## src/logic/csc_pkg.sv

```systemverilog
// constants for the cpu and peripheral speed select block
package csc_pkg;
    localparam logic [7:0] CSC_SPEED_CTRL_ADDR  = 8'h8f;
    localparam logic [7:0] CSC_SPEED_CTRL_RESET = 8'h00;
    localparam int         CSC_CPU_BIT          = 0;
    localparam int         CSC_TIMER0_BIT       = 1;
    localparam int         CSC_TIMER1_BIT       = 2;
    localparam int         CSC_TIMER2_BIT       = 3;
    localparam int         CSC_SERIAL_BIT       = 4;
    localparam int         CSC_COUNTER_BIT      = 5;
    localparam int         CSC_WATCHDOG_BIT     = 6;
    localparam int         CSC_CAN_BIT          = 7;
    localparam int         CSC_NUM_PERIPH       = 7;
    localparam int         CSC_STD_PERIODS      = 12;
    localparam int         CSC_X2_PERIODS       = 6;
    localparam int         CSC_CNT_W            = 4;
    localparam logic [3:0] CSC_CNT_RESET        = 4'h0;
    localparam logic [3:0] CSC_CNT_LAST         = 4'(CSC_STD_PERIODS - 1);
    localparam logic [3:0] CSC_CNT_MID          = 4'(CSC_X2_PERIODS - 1);
endpackage : csc_pkg

```

## src/logic/csc_clk_if.sv

```systemverilog
// timing strobes shared from the common oscillator divider to the rate selectors
interface csc_clk_if;
    logic strobe_std;
    logic strobe_x2;
    logic half_rise;

    modport src  (output strobe_std, output strobe_x2, output half_rise);
    modport sink (input strobe_std, input strobe_x2, input half_rise);
endinterface : csc_clk_if

```

## src/logic/csc_osc_divider.sv

```systemverilog
// common oscillator divider: one counter over twelve oscillator periods
module csc_osc_divider (
    input  wire logic i_clock,
    input  wire logic i_resetn,
    csc_clk_if.src    o_tim
);
    logic [csc_pkg::CSC_CNT_W-1:0] count;
    logic [csc_pkg::CSC_CNT_W-1:0] next_count;

    always_comb begin
        if (count == csc_pkg::CSC_CNT_LAST) begin
            next_count = csc_pkg::CSC_CNT_RESET;
        end else begin
            next_count = count + 4'h1;
        end
    end

    always_ff @(posedge i_clock) begin
        if (!i_resetn) begin
            count <= csc_pkg::CSC_CNT_RESET;
        end else begin
            count <= next_count;
        end
    end

    // every rate is cut from this one count so all blocks stay phase aligned
    assign o_tim.strobe_std = (count == csc_pkg::CSC_CNT_LAST);
    assign o_tim.strobe_x2  = (count == csc_pkg::CSC_CNT_LAST) || (count == csc_pkg::CSC_CNT_MID);
    // the halved oscillator is high on even counts; it rises after each odd count
    assign o_tim.half_rise  = count[0];
endmodule : csc_osc_divider

```

## src/logic/csc_rate_sel.sv

```systemverilog
// picks standard or double rate enables for one clock consumer
module csc_rate_sel (
    input  wire logic i_fast,
    csc_clk_if.sink   i_tim,
    output logic      o_cycle_en,
    output logic      o_phase_en
);
    // fast: 6 oscillator periods per cycle, divider bypassed; else 12 via the halved clock
    assign o_cycle_en = i_fast ? i_tim.strobe_x2 : i_tim.strobe_std;
    assign o_phase_en = i_fast ? 1'b1 : i_tim.half_rise;
endmodule : csc_rate_sel

```

## src/logic/csc_speed_select.sv

```systemverilog
// cpu and peripheral clock speed select with its control register

module csc_speed_select (
    input  wire logic                               i_clock,
    input  wire logic                               i_resetn,
    input  wire logic                               i_boot_fast_clock_option,
    input  wire logic [7:0]                         i_sfr_addr,
    input  wire logic                               i_sfr_wr,
    input  wire logic [7:0]                         i_sfr_wdata,
    output logic      [7:0]                         o_sfr_rdata,
    output logic                                    o_cpu_phase_en,
    output logic                                    o_cpu_cycle_en,
    output logic                                    o_cpu_double_speed,
    output logic      [csc_pkg::CSC_NUM_PERIPH-1:0] o_periph_cycle_en,
    output logic      [csc_pkg::CSC_NUM_PERIPH-1:0] o_periph_double_speed
);
    logic [7:0]                         clock_speed_control;
    logic [7:0]                         next_clock_speed_control;
    logic                               boot_done;
    logic                               next_boot_done;
    logic [7:0]                         applied;
    logic [7:0]                         next_applied;
    logic [7:0]                         rdata;
    logic [7:0]                         next_rdata;
    logic [csc_pkg::CSC_NUM_PERIPH-1:0] periph_fast;
    logic                               sfr_hit;

    csc_clk_if tim ();

    csc_osc_divider u_divider (
        .i_clock  (i_clock),
        .i_resetn (i_resetn),
        .o_tim    (tim.src)
    );

    assign sfr_hit = (i_sfr_addr == csc_pkg::CSC_SPEED_CTRL_ADDR);

    // control register: reset clears it, the boot option is caught on the first edge
    // after release so the asynchronous-free reset still loads only a constant
    always_comb begin
        next_clock_speed_control = clock_speed_control;
        next_boot_done           = 1'b1;
        if (!boot_done) begin
            next_clock_speed_control[csc_pkg::CSC_CPU_BIT] = i_boot_fast_clock_option;
        end
        if (i_sfr_wr && sfr_hit) begin
            next_clock_speed_control = i_sfr_wdata;
        end
    end

    always_ff @(posedge i_clock) begin
        if (!i_resetn) begin
            clock_speed_control <= csc_pkg::CSC_SPEED_CTRL_RESET;
            boot_done           <= 1'b0;
        end else begin
            clock_speed_control <= next_clock_speed_control;
            boot_done           <= next_boot_done;
        end
    end

    // the applied copy follows software only at a halved-clock rising edge,
    // so a switch never cuts a phase short
    always_comb begin
        next_applied = applied;
        if (tim.half_rise) begin
            next_applied = clock_speed_control;
        end
    end

    always_ff @(posedge i_clock) begin
        if (!i_resetn) begin
            applied <= csc_pkg::CSC_SPEED_CTRL_RESET;
        end else begin
            applied <= next_applied;
        end
    end

    // read data is registered: it answers one clock after the address
    always_comb begin
        next_rdata = 8'h00;
        if (sfr_hit) begin
            next_rdata = clock_speed_control;
        end
    end

    always_ff @(posedge i_clock) begin
        if (!i_resetn) begin
            rdata <= 8'h00;
        end else begin
            rdata <= next_rdata;
        end
    end

    assign o_sfr_rdata = rdata;

    // cpu bit sets the cpu rate and also each peripheral rate whose own select is clear
    csc_rate_sel u_cpu_rate (
        .i_fast     (applied[csc_pkg::CSC_CPU_BIT]),
        .i_tim      (tim.sink),
        .o_cycle_en (o_cpu_cycle_en),
        .o_phase_en (o_cpu_phase_en)
    );

    assign o_cpu_double_speed = applied[csc_pkg::CSC_CPU_BIT];

    // peripheral order: timer0, timer1, timer2, serial, counter array, watchdog, can
    for (genvar g = 0; g < csc_pkg::CSC_NUM_PERIPH; g++) begin : g_periph
        // fast only with the cpu bit set and the own select clear
        assign periph_fast[g] = applied[csc_pkg::CSC_CPU_BIT] && !applied[g + 1];

        // a fast peripheral gets twice as many cycle enables, halving its time base
        csc_rate_sel u_periph_rate (
            .i_fast     (periph_fast[g]),
            .i_tim      (tim.sink),
            .o_cycle_en (o_periph_cycle_en[g]),
            // peripherals count machine cycles only, they have no phase clock
            .o_phase_en ()
        );
    end

    assign o_periph_double_speed = periph_fast;
endmodule : csc_speed_select

```

## config.mk

```make
export PLATFORM = sky130hd
export DESIGN_NAME = csc_speed_select
export DESIGN_NICKNAME = d
export VERILOG_FILES = /design/src/logic/csc_pkg.sv /design/src/logic/csc_clk_if.sv /design/src/logic/csc_osc_divider.sv /design/src/logic/csc_rate_sel.sv /design/src/logic/csc_speed_select.sv
export SDC_FILE = /design/constraint.sdc
export NUM_CORES = 1
export LEC_CHECK = 0
export BUFFER_PORTS_ARGS = -buffer_cell sky130_fd_sc_hd__buf_4
export CELL_PAD_IN_SITES_DETAIL_PLACEMENT = 0
export CELL_PAD_IN_SITES_GLOBAL_PLACEMENT = 1
export CORE_ASPECT_RATIO = 0.75
export CORE_MARGIN = 8
export CORE_UTILIZATION = 35
export DETAILED_ROUTE_END_ITERATION = 8
export PLACE_DENSITY_LB_ADDON = 0.1
export SLEW_MARGIN = 10
export SYNTH_ARGS = -nofsm -noshare
export SYNTH_HDL_FRONTEND = slang
export SYNTH_HIERARCHICAL = 1
export SYNTH_SLANG_ARGS = --single-unit
```

## constraint.sdc

```tcl
create_clock -name i_clock -period 4.3 [get_ports i_clock]
set_input_delay 0.645 -clock i_clock [delete_from_list [all_inputs] [get_ports i_clock]]
set_output_delay 0.645 -clock i_clock [all_outputs]
set_load 0.01 [all_outputs]
```

==> results of run 1 <==
## cell type report
type,instances,share of cell area (%)
Clock buffer,7,5.64
Tap cell,40,2.93
Multi-Input combinational cell,84,36.9
Clock inverter,1,0.293
Timing Repair Buffer,44,19.3
Sequential cell,29,34.0
Inverter,4,0.879
## metrics by stage
stage	setup WS [ps]	instance area [um^2]	util (%)
floorplan	2210	1240	-
global placement	1530	1610	48.2
detailed placement	1440	1610	48.2
CTS	1150	1710	51.2
global route	939	1710	51.2
finish	1170	1710	51.2
## flip-flops by register name, summed over array words and instances (netlist names)
name,cells
u_divider/count,4
clock_speed_control,8
boot_done,1
applied,8
o_sfr_rdata,8
## worst max-delay path, delay by kind of cell, from the launching register on
kind	cells	cell delay, ps
adder cells (fa/ha/maj)	1	320
AND/OR/NAND/NOR	2	560
flip-flops	1	750
AO/OA/AOI/OAI	1	300
buffers and inverters	1	110
multiplexers	1	170
## per-layer routing
metal | vias to the layer above | GRT usage (%)
li1 | 496 | -
met4 | 0 | 3.97
met3 | 5 | 6.67
met1 | 457 | 11.8
met2 | 34 | 16.4
met5 | - | 0
## path summary, 6_finish.rpt
check | startpoint | to | depth (start not counted)
hold / removal | clock_speed_control[1]$_SDFFE_PN0P_ | clock_speed_control[1]$_SDFFE_PN0P_ | 2
setup reg to reg | u_divider/count[0]$_SDFF_PP0_ | u_divider/count[0]$_SDFF_PP0_ | 4
setup / recovery | u_divider/count[0]$_SDFF_PP0_ | o_periph_cycle_en[2] | 6
hold reg to reg | clock_speed_control[1]$_SDFFE_PN0P_ | clock_speed_control[1]$_SDFFE_PN0P_ | 2
## power by group through the flow
stage / clock, mW / combinational [mW] / sequential, mW
2_1_floorplan: 0 / 0.0229 / 0.282
3_3_place_gp: 0 / 0.0422 / 0.286
3_5_place_dp: 0 / 0.0429 / 0.286
4_1_cts: 0.247 / 0.0431 / 0.280
5_1_grt: 0.262 / 0.0464 / 0.281
6_report: 0.240 / 0.0422 / 0.280
==> metrics, run 1 <==
Arrival @ worst endpoint=2480 ps; outcome=finished clean; first-pass GRT wire length=4710 um; MaxCap Viol Count=0; share of cells above drive strength 1=38.5%; Num CTS Buffers=5; synthesized area per cell=10.3 um^2; largest net degree at the start of global routing=23; routability cong.=0.731; Cell Int Power=442 uW; Non-Filler Instances=209; Syn Inst Count=120; TNS Setup=0 ps; part of the power in the clock network=42.7%; Design Power=563 uW; DRC Markers=0; total grt overflow=0; Total Routing Usage GR=10.6%; post_cts resized=0; initial antenna violation count=0; Die ar.=5710 um^2; clk_skew=4.81 ps; R2R setup slack=2440 ps; NetSw=120 uW; RSZ-0062 raised after global routing=no; area added between synthesis and finish=38.0%; Starting Density=37.1%; Hold/Removal Path Class=flop to flop; ANT nets after route=0; Initial DRT Pass Iterations=4; Critical Path Sink Type=output port; Final Slew Violations=0; Fmax achieved=0.320 GHz; htree depth=2; Nets=190; leakage=0.772 nW; commonest cells after routing, fill and taps aside=buf_4 (44), dfxtp_1 (29), nand2_1 (18); total setup buffers inserted after CTS=0; clock slew at reported path FFs=60 ps; Critical Path Max Stage Delay=750 ps; Tmin final=3130 ps; Hold-fix buffers, CTS=0; WL met1=1280 um; Detail Placement HPWL=2110 um; Flop pwr share=49.8%; clock buffer depth=2; WL final=2770 um; Register Area=581 um^2; number of global-route vias before repair=996; Switching Fraction=21.4%; # placed instances=201; Fin. Hold Viols=0; via count=992; CTS tree=done; synthesized cell area=1240 um^2; CP Launch Type=flop; WL met2=1220 um; WP data required=3650 ps; power per cell area=329 nW/um^2; post-synth net total=142; Slew headroom=52.4%; number of diodes=0; input/output buffers=44; via/cell ratio=4.75; area of the multi-input gates=631 um^2; combinational power share=7.5%; clk_lat worst skew=270 ps; Hold WS=466 ps; CP max-delay cell=dfxtp_1; initial detailed-routing violation count=45; height of the die=67.5 um; Num Clock Sinks=29; commonest non-fill, non-tap cell in the layout=buf_4; Setup Viol. Count Final=0; Max VDD drop=180 uV; # IOs=45; yosys warns=6; Max FO, Critical Path=14; wire length on met3=241 um; Rows=18; uppermost layer routed=met4; WL/cell=13.2 um; critical path class=flop to output port; total core area=3330 um^2; Die Width=84.7 um; crit-path cells=ha_1 -> nand2_1 -> nor2_1 -> a31o_2 -> mux2_4 -> buf_4; worst slew pin tran=708 ps; # fillers=328; Root Driver=clkbuf_8; final period utilization=72.8%
No activity file was read; power rests on OpenSTA's default activity.
==> inputs of run 2 (changes only) <==
CORE_UTILIZATION = 32   (was 35)
clock period = 2.8 ns   (was 4.3 ns; I/O delays follow)
==> run 2 against run 1 <==
Net effect: sequential power is 53% higher; register-to-register slack worse by 1200 ps; via count shrank 1.3%; clock power increased by 85%; worst hold slack worse by 73 ps; total power is 67% higher; combinational power rose by 54%; critical endpoint is now o_periph_cycle_en[0]; largest cell class unchanged.
==> metrics, run 2 (same netlist as run 1, synthesis figures left out) <==
outcome=finished clean; leakage=0.788 nW; CP max-delay cell=dfxtp_1; WL met2=1260 um; Max FO, Critical Path=14; commonest cells after routing, fill and taps aside=buf_4 (46), dfxtp_1 (29), nand2_1 (18); Critical Path Max Stage Delay=710 ps; clock buffer depth=2; first-pass GRT wire length=4770 um; TNS Setup=0 ps; Rows=19; DRC Markers=0; CP Launch Type=flop; origin of the critical flop-to-flop path=u_divider/count[0]$_SDFF_PP0_; clk_lat worst skew=280 ps; Fin. Hold Viols=0; RSZ-0062 raised after global routing=no; crit-path cells=ha_1 -> nand2_1 -> nor2_1 -> a31o_2 -> mux2_4 -> buf_4; Starting Density=33.6%; R2R setup slack=1210 ps; area of the multi-input gates=631 um^2; Die ar.=6130 um^2; routability cong.=0.659; ANT nets after route=0; NetSw=190 uW; total grt overflow=0; Tmin final=2430 ps; Num CTS Buffers=5; # IOs=45; Nets=192; total core area=3680 um^2; post_cts resized=0; clk_skew=5.33 ps; total setup buffers inserted after CTS=0; initial detailed-routing violation count=19; Detail Placement HPWL=2250 um; Design Power=937 uW; worst r2r path cells=5; Register Area=581 um^2; Setup Viol. Count Final=0; WL met1=1400 um; input/output buffers=44; Critical Path Sink Type=output port; height of the die=69.9 um; CTS tree=done; worst slew pin tran=618 ps; wire length on met3=253 um; Arrival @ worst endpoint=2010 ps; largest net degree at the start of global routing=23; htree depth=2; Non-Filler Instances=223; Total Routing Usage GR=9.78%; commonest non-fill, non-tap cell in the layout=buf_4; min-delay src=i_sfr_wdata[1]; Hold EP=clock_speed_control[1]$_SDFFE_PN0P_; WP buf/inv=1; power per cell area=535 nW/um^2; # fillers=368; Hold-fix buffers, CTS=0; critical path class=flop to output port; WL final=2930 um; # placed instances=215; part of the power in the clock network=47.3%; r2r endpoint=u_divider/count[0]$_SDFF_PP0_; area added between synthesis and finish=41.7%; via/cell ratio=4.39; Hold/Removal Path Class=input port to flop; WP data required=2380 ps; Flop pwr share=45.8%; Switching Fraction=20.3%; Slew headroom=58.7%; number of global-route vias before repair=1,017; via count=979; WL/cell=13.2 um; cell class contributing the biggest share of worst-path delay=flip-flops; Num Clock Sinks=29; final period utilization=86.8%; Max VDD drop=275 uV; clock slew at reported path FFs=60 ps; hold path depth=3; Initial DRT Pass Iterations=4; Final Slew Violations=0; Die Width=87.8 um; uppermost layer routed=met4; Root Driver=clkbuf_8; initial antenna violation count=0; number of diodes=0; share of cells above drive strength 1=38.6%; Fmax achieved=0.411 GHz; MaxCap Viol Count=0; Cell Int Power=747 uW; combinational power share=6.9%; Critical Path Stages=6
-- run 2: routing by layer --
layer  up-vias  track usage, %
met4         0            3.99
met5         -               0
met2        32            14.2
met1       442            11.7
li1        503               -
met3         2            5.02
-- run 2: power groups by stage --
stage	registers (mW)	clock network [mW]	logic (mW)
2_1_floorplan	0.433	0	0.0352
3_3_place_gp	0.438	0	0.0645
3_5_place_dp	0.438	0	0.0658
4_1_cts	0.429	0.453	0.0658
5_1_grt	0.430	0.478	0.0702
6_report	0.429	0.444	0.0648
-- run 2: worst min-delay path, stage by stage --
cell and delay (ps):
buf_4 110, nand2_1 50, mux2i_1 50
-- run 2: how the worst max path moves through the flow --
stage | from | to
CTS | u_divider/count[0]$_SDFF_PP0_ | o_periph_cycle_en[0]
global placement | u_divider/count[0]$_SDFF_PP0_ | o_periph_cycle_en[1]
floorplan | u_divider/count[0]$_SDFF_PP0_ | o_cpu_cycle_en
detailed placement | u_divider/count[0]$_SDFF_PP0_ | o_periph_cycle_en[0]
global route | u_divider/count[0]$_SDFF_PP0_ | o_periph_cycle_en[0]
finish | u_divider/count[0]$_SDFF_PP0_ | o_periph_cycle_en[0]
-- run 2: area by class of cell --
| type | count | share of cell area [%] |
|---|---|---|
| Multi-Input combinational cell | 84 | 36.0 |
| Sequential cell | 29 | 33.1 |
| Timing Repair Buffer | 46 | 19.7 |
| Clock buffer | 7 | 4.93 |
| Tap cell | 52 | 3.71 |
| Clock inverter | 1 | 1.71 |
| Inverter | 4 | 0.857 |
-- run 2: stage by stage --
step                      instance area (um^2)  util [%]  setup WS [ps]  hold WS [ps]
final                                     1750      47.6            369           393
after global routing                      1750      47.6            219           391
after CTS                                 1750      47.6            349           387
after detailed placement                  1640      44.4            639           472
after global placement                    1640      44.4            691           467
after floorplan                           1240         -            932           443
==> inputs of run 3 (changes only) <==
SETUP_SLACK_MARGIN = 0.15   (was not set)
SYNTH_HIERARCHICAL = not set   (was 1)
==> run 3 against run 2 <==
Net effect: area after synthesis is 2.0% higher; total power is 13% lower; synthesized cell count is 13% higher; via count is 2.2% lower; clock skew is 1.5 ps lower; fmax is 18% higher; die area is 1.6% higher; critical path depth is 3 lower; worst hold slack better by 3.8 ps; cell count is 0.90% lower; clock power is 28% lower; core utilization is 4.1 points lower.
==> metrics, run 3 <==
outcome=finished clean; synth top area cells=dfxtp_1 (46%), mux2i_1 (13%), buf_4 (8.3%); WL/cell=12.5 um; yosys warns=0; Tmin final=2060 ps; Post-synth top cells=dfxtp_1 (29), nand2_1 (18), mux2i_1 (17); CP max-delay cell=dfxtp_1; Slew headroom=53.6%; Final Slew Violations=0; cell taking the most area after synthesis=dfxtp_1; post-synth net total=157; initial antenna violation count=0; count leader, synth=dfxtp_1; fraction of registers with async set/reset=0%; via count=957; cell class contributing the biggest share of worst-path delay=flip-flops; Seq/Total Area, Yosys=46.0%; number of diodes=0; clk_lat worst skew=270 ps; Flop pwr share=52.4%; Critical Path Max Stage Delay=550 ps; Netlist cell types=23; critical path class=flop to output port; initial detailed-routing violation count=31; Setup Viol. Count Final=0; Cell Int Power=628 uW; Design Power=811 uW; power per cell area=499 nW/um^2; number of global-route vias before repair=962; Num Clock Sinks=29; clock slew at reported path FFs=60 ps; leakage=0.747 nW; number of flops mapped to enable cells by yosys=0; NetSw=183 uW; Fin. Hold Viols=0; Max FO, Critical Path=11; htree depth=2; routability cong.=0.726; synthesized area per cell=9.35 um^2; worst slew pin tran=690 ps; Critical Path Sink Type=output port; clk_skew=3.80 ps; synthesized cell area=1260 um^2; TNS Setup=0 ps; part of the power in the clock network=39.5%; Switching Fraction=22.6%; Core Util, Final=43.5%; pre-CTS WS=851 ps; Nets=190; Starting Density=33.8%; first-pass GRT wire length=4410 um; Detail Placement HPWL=2170 um; # IOs=45; WL final=2770 um; Max VDD drop=297 uV; CP Launch Type=flop; total grt overflow=0; Synth top area share=46.0%; total setup buffers inserted after CTS=0; largest net degree at the start of global routing=20; CTS tree=done; RSZ-0062 raised after global routing=no; Setup WS post-layout=738 ps; #FFs+latches synth=29; Hold/Removal Path Class=input port to flop; combinational power share=8.1%; Fmax achieved=0.485 GHz; area added between synthesis and finish=28.6%; share of cells above drive strength 1=33.7%; post_cts resized=0; Num CTS Buffers=5; R2R setup slack=1580 ps; crit-path cells=nand4b_1 -> o21ai_0 -> buf_4; clock buffer depth=2; DRC Markers=0; height of the die=70.4 um; via/cell ratio=4.33; Initial DRT Pass Iterations=4; input/output buffers=44; Arrival @ worst endpoint=1640 ps; Hold-fix buffers, CTS=0; MaxCap Viol Count=0; Rows=19; WP data required=2380 ps; Die Width=88.5 um; total core area=3730 um^2; WP buf/inv=1; Main synth FF type=dfxtp_1; commonest non-fill, non-tap cell in the layout=buf_4; Placed Instance Area=1540 um^2; final period utilization=73.6%; commonest cells after routing, fill and taps aside=buf_4 (45), dfxtp_1 (29), nand2_1 (18); # fillers=389; post-route design area=1620 um^2; Root Driver=clkbuf_8; Total Routing Usage GR=9.26%; Die ar.=6230 um^2; ANT nets after route=0; Syn Inst Count=135
==> run 3: cell count changes in the layout (fill, tap and decap cells not counted), moves of 2 or more <==
cell / delta
clkinv_2: +2
mux2_4: -8
nor2_1: +2
nor3b_1: -2
o21ai_0: +8
==> run 3: path summary, 6_finish.rpt <==
kind	from	to	depth (start not counted)
max	applied[0]$_SDFFE_PN0P_	o_periph_cycle_en[1]	3
min	i_resetn	boot_done$_DFF_P_	1
max reg2reg	u_divider.count[0]$_SDFF_PP0_	u_divider.count[0]$_SDFF_PP0_	4
min reg2reg	clock_speed_control[2]$_SDFFE_PN0P_	clock_speed_control[2]$_SDFFE_PN0P_	2
==> run 3: area by class of cell <==
cell class | instances | area [um^2] | share of cell area, %
multi-input combinational | 84 | 547 | 33.7
tap | 52 | 65.1 | 4.01
sequential | 29 | 581 | 35.7
clock inverter | 2 | 10.0 | 0.616
inverter | 3 | 11.3 | 0.693
clock buffer | 6 | 72.6 | 4.47
timing repair buffer | 45 | 338 | 20.8
==> run 3: routing by layer <==
| metal | vias up | wire, um | track usage (%) |
|---|---|---|---|
| met3 | 2 | 263 | 6.07 |
| li1 | 489 | - | - |
| met5 | - | 0 | 0 |
| met2 | 30 | 1320 | 14.7 |
| met1 | 436 | 1180 | 9.87 |
| met4 | 0 | 8 | 2.24 |
==> run 3: through the flow <==
| stage | instances | hold WS [ps] |
|---|---|---|
| after floorplan | 135 | 443 |
| after global placement | 213 | 465 |
| after detailed placement | 213 | 471 |
| after CTS | 221 | 391 |
| after global routing | 221 | 385 |
| final | 221 | 397 |
==> run 3: kinds of logic (layout without fill, tap and decap cells) <==
family,Yosys count,after routing,synth area share [%]
simple gates,54,54,22.8
buf+inv,22,56,10.7
fa+ha+maj,2,2,1.98
compound gates,10,10,4.16
flops,29,29,46.0
mux,18,18,14.4
==> run 3: power by group through the flow <==
stage,clock (mW),combinational [mW],sequential [mW]
2_1_floorplan,0,0.0383,0.432
3_3_place_gp,0,0.0659,0.434
3_5_place_dp,0,0.0667,0.434
4_1_cts,0.329,0.0669,0.425
5_1_grt,0.353,0.0721,0.426
6_report,0.321,0.0655,0.425
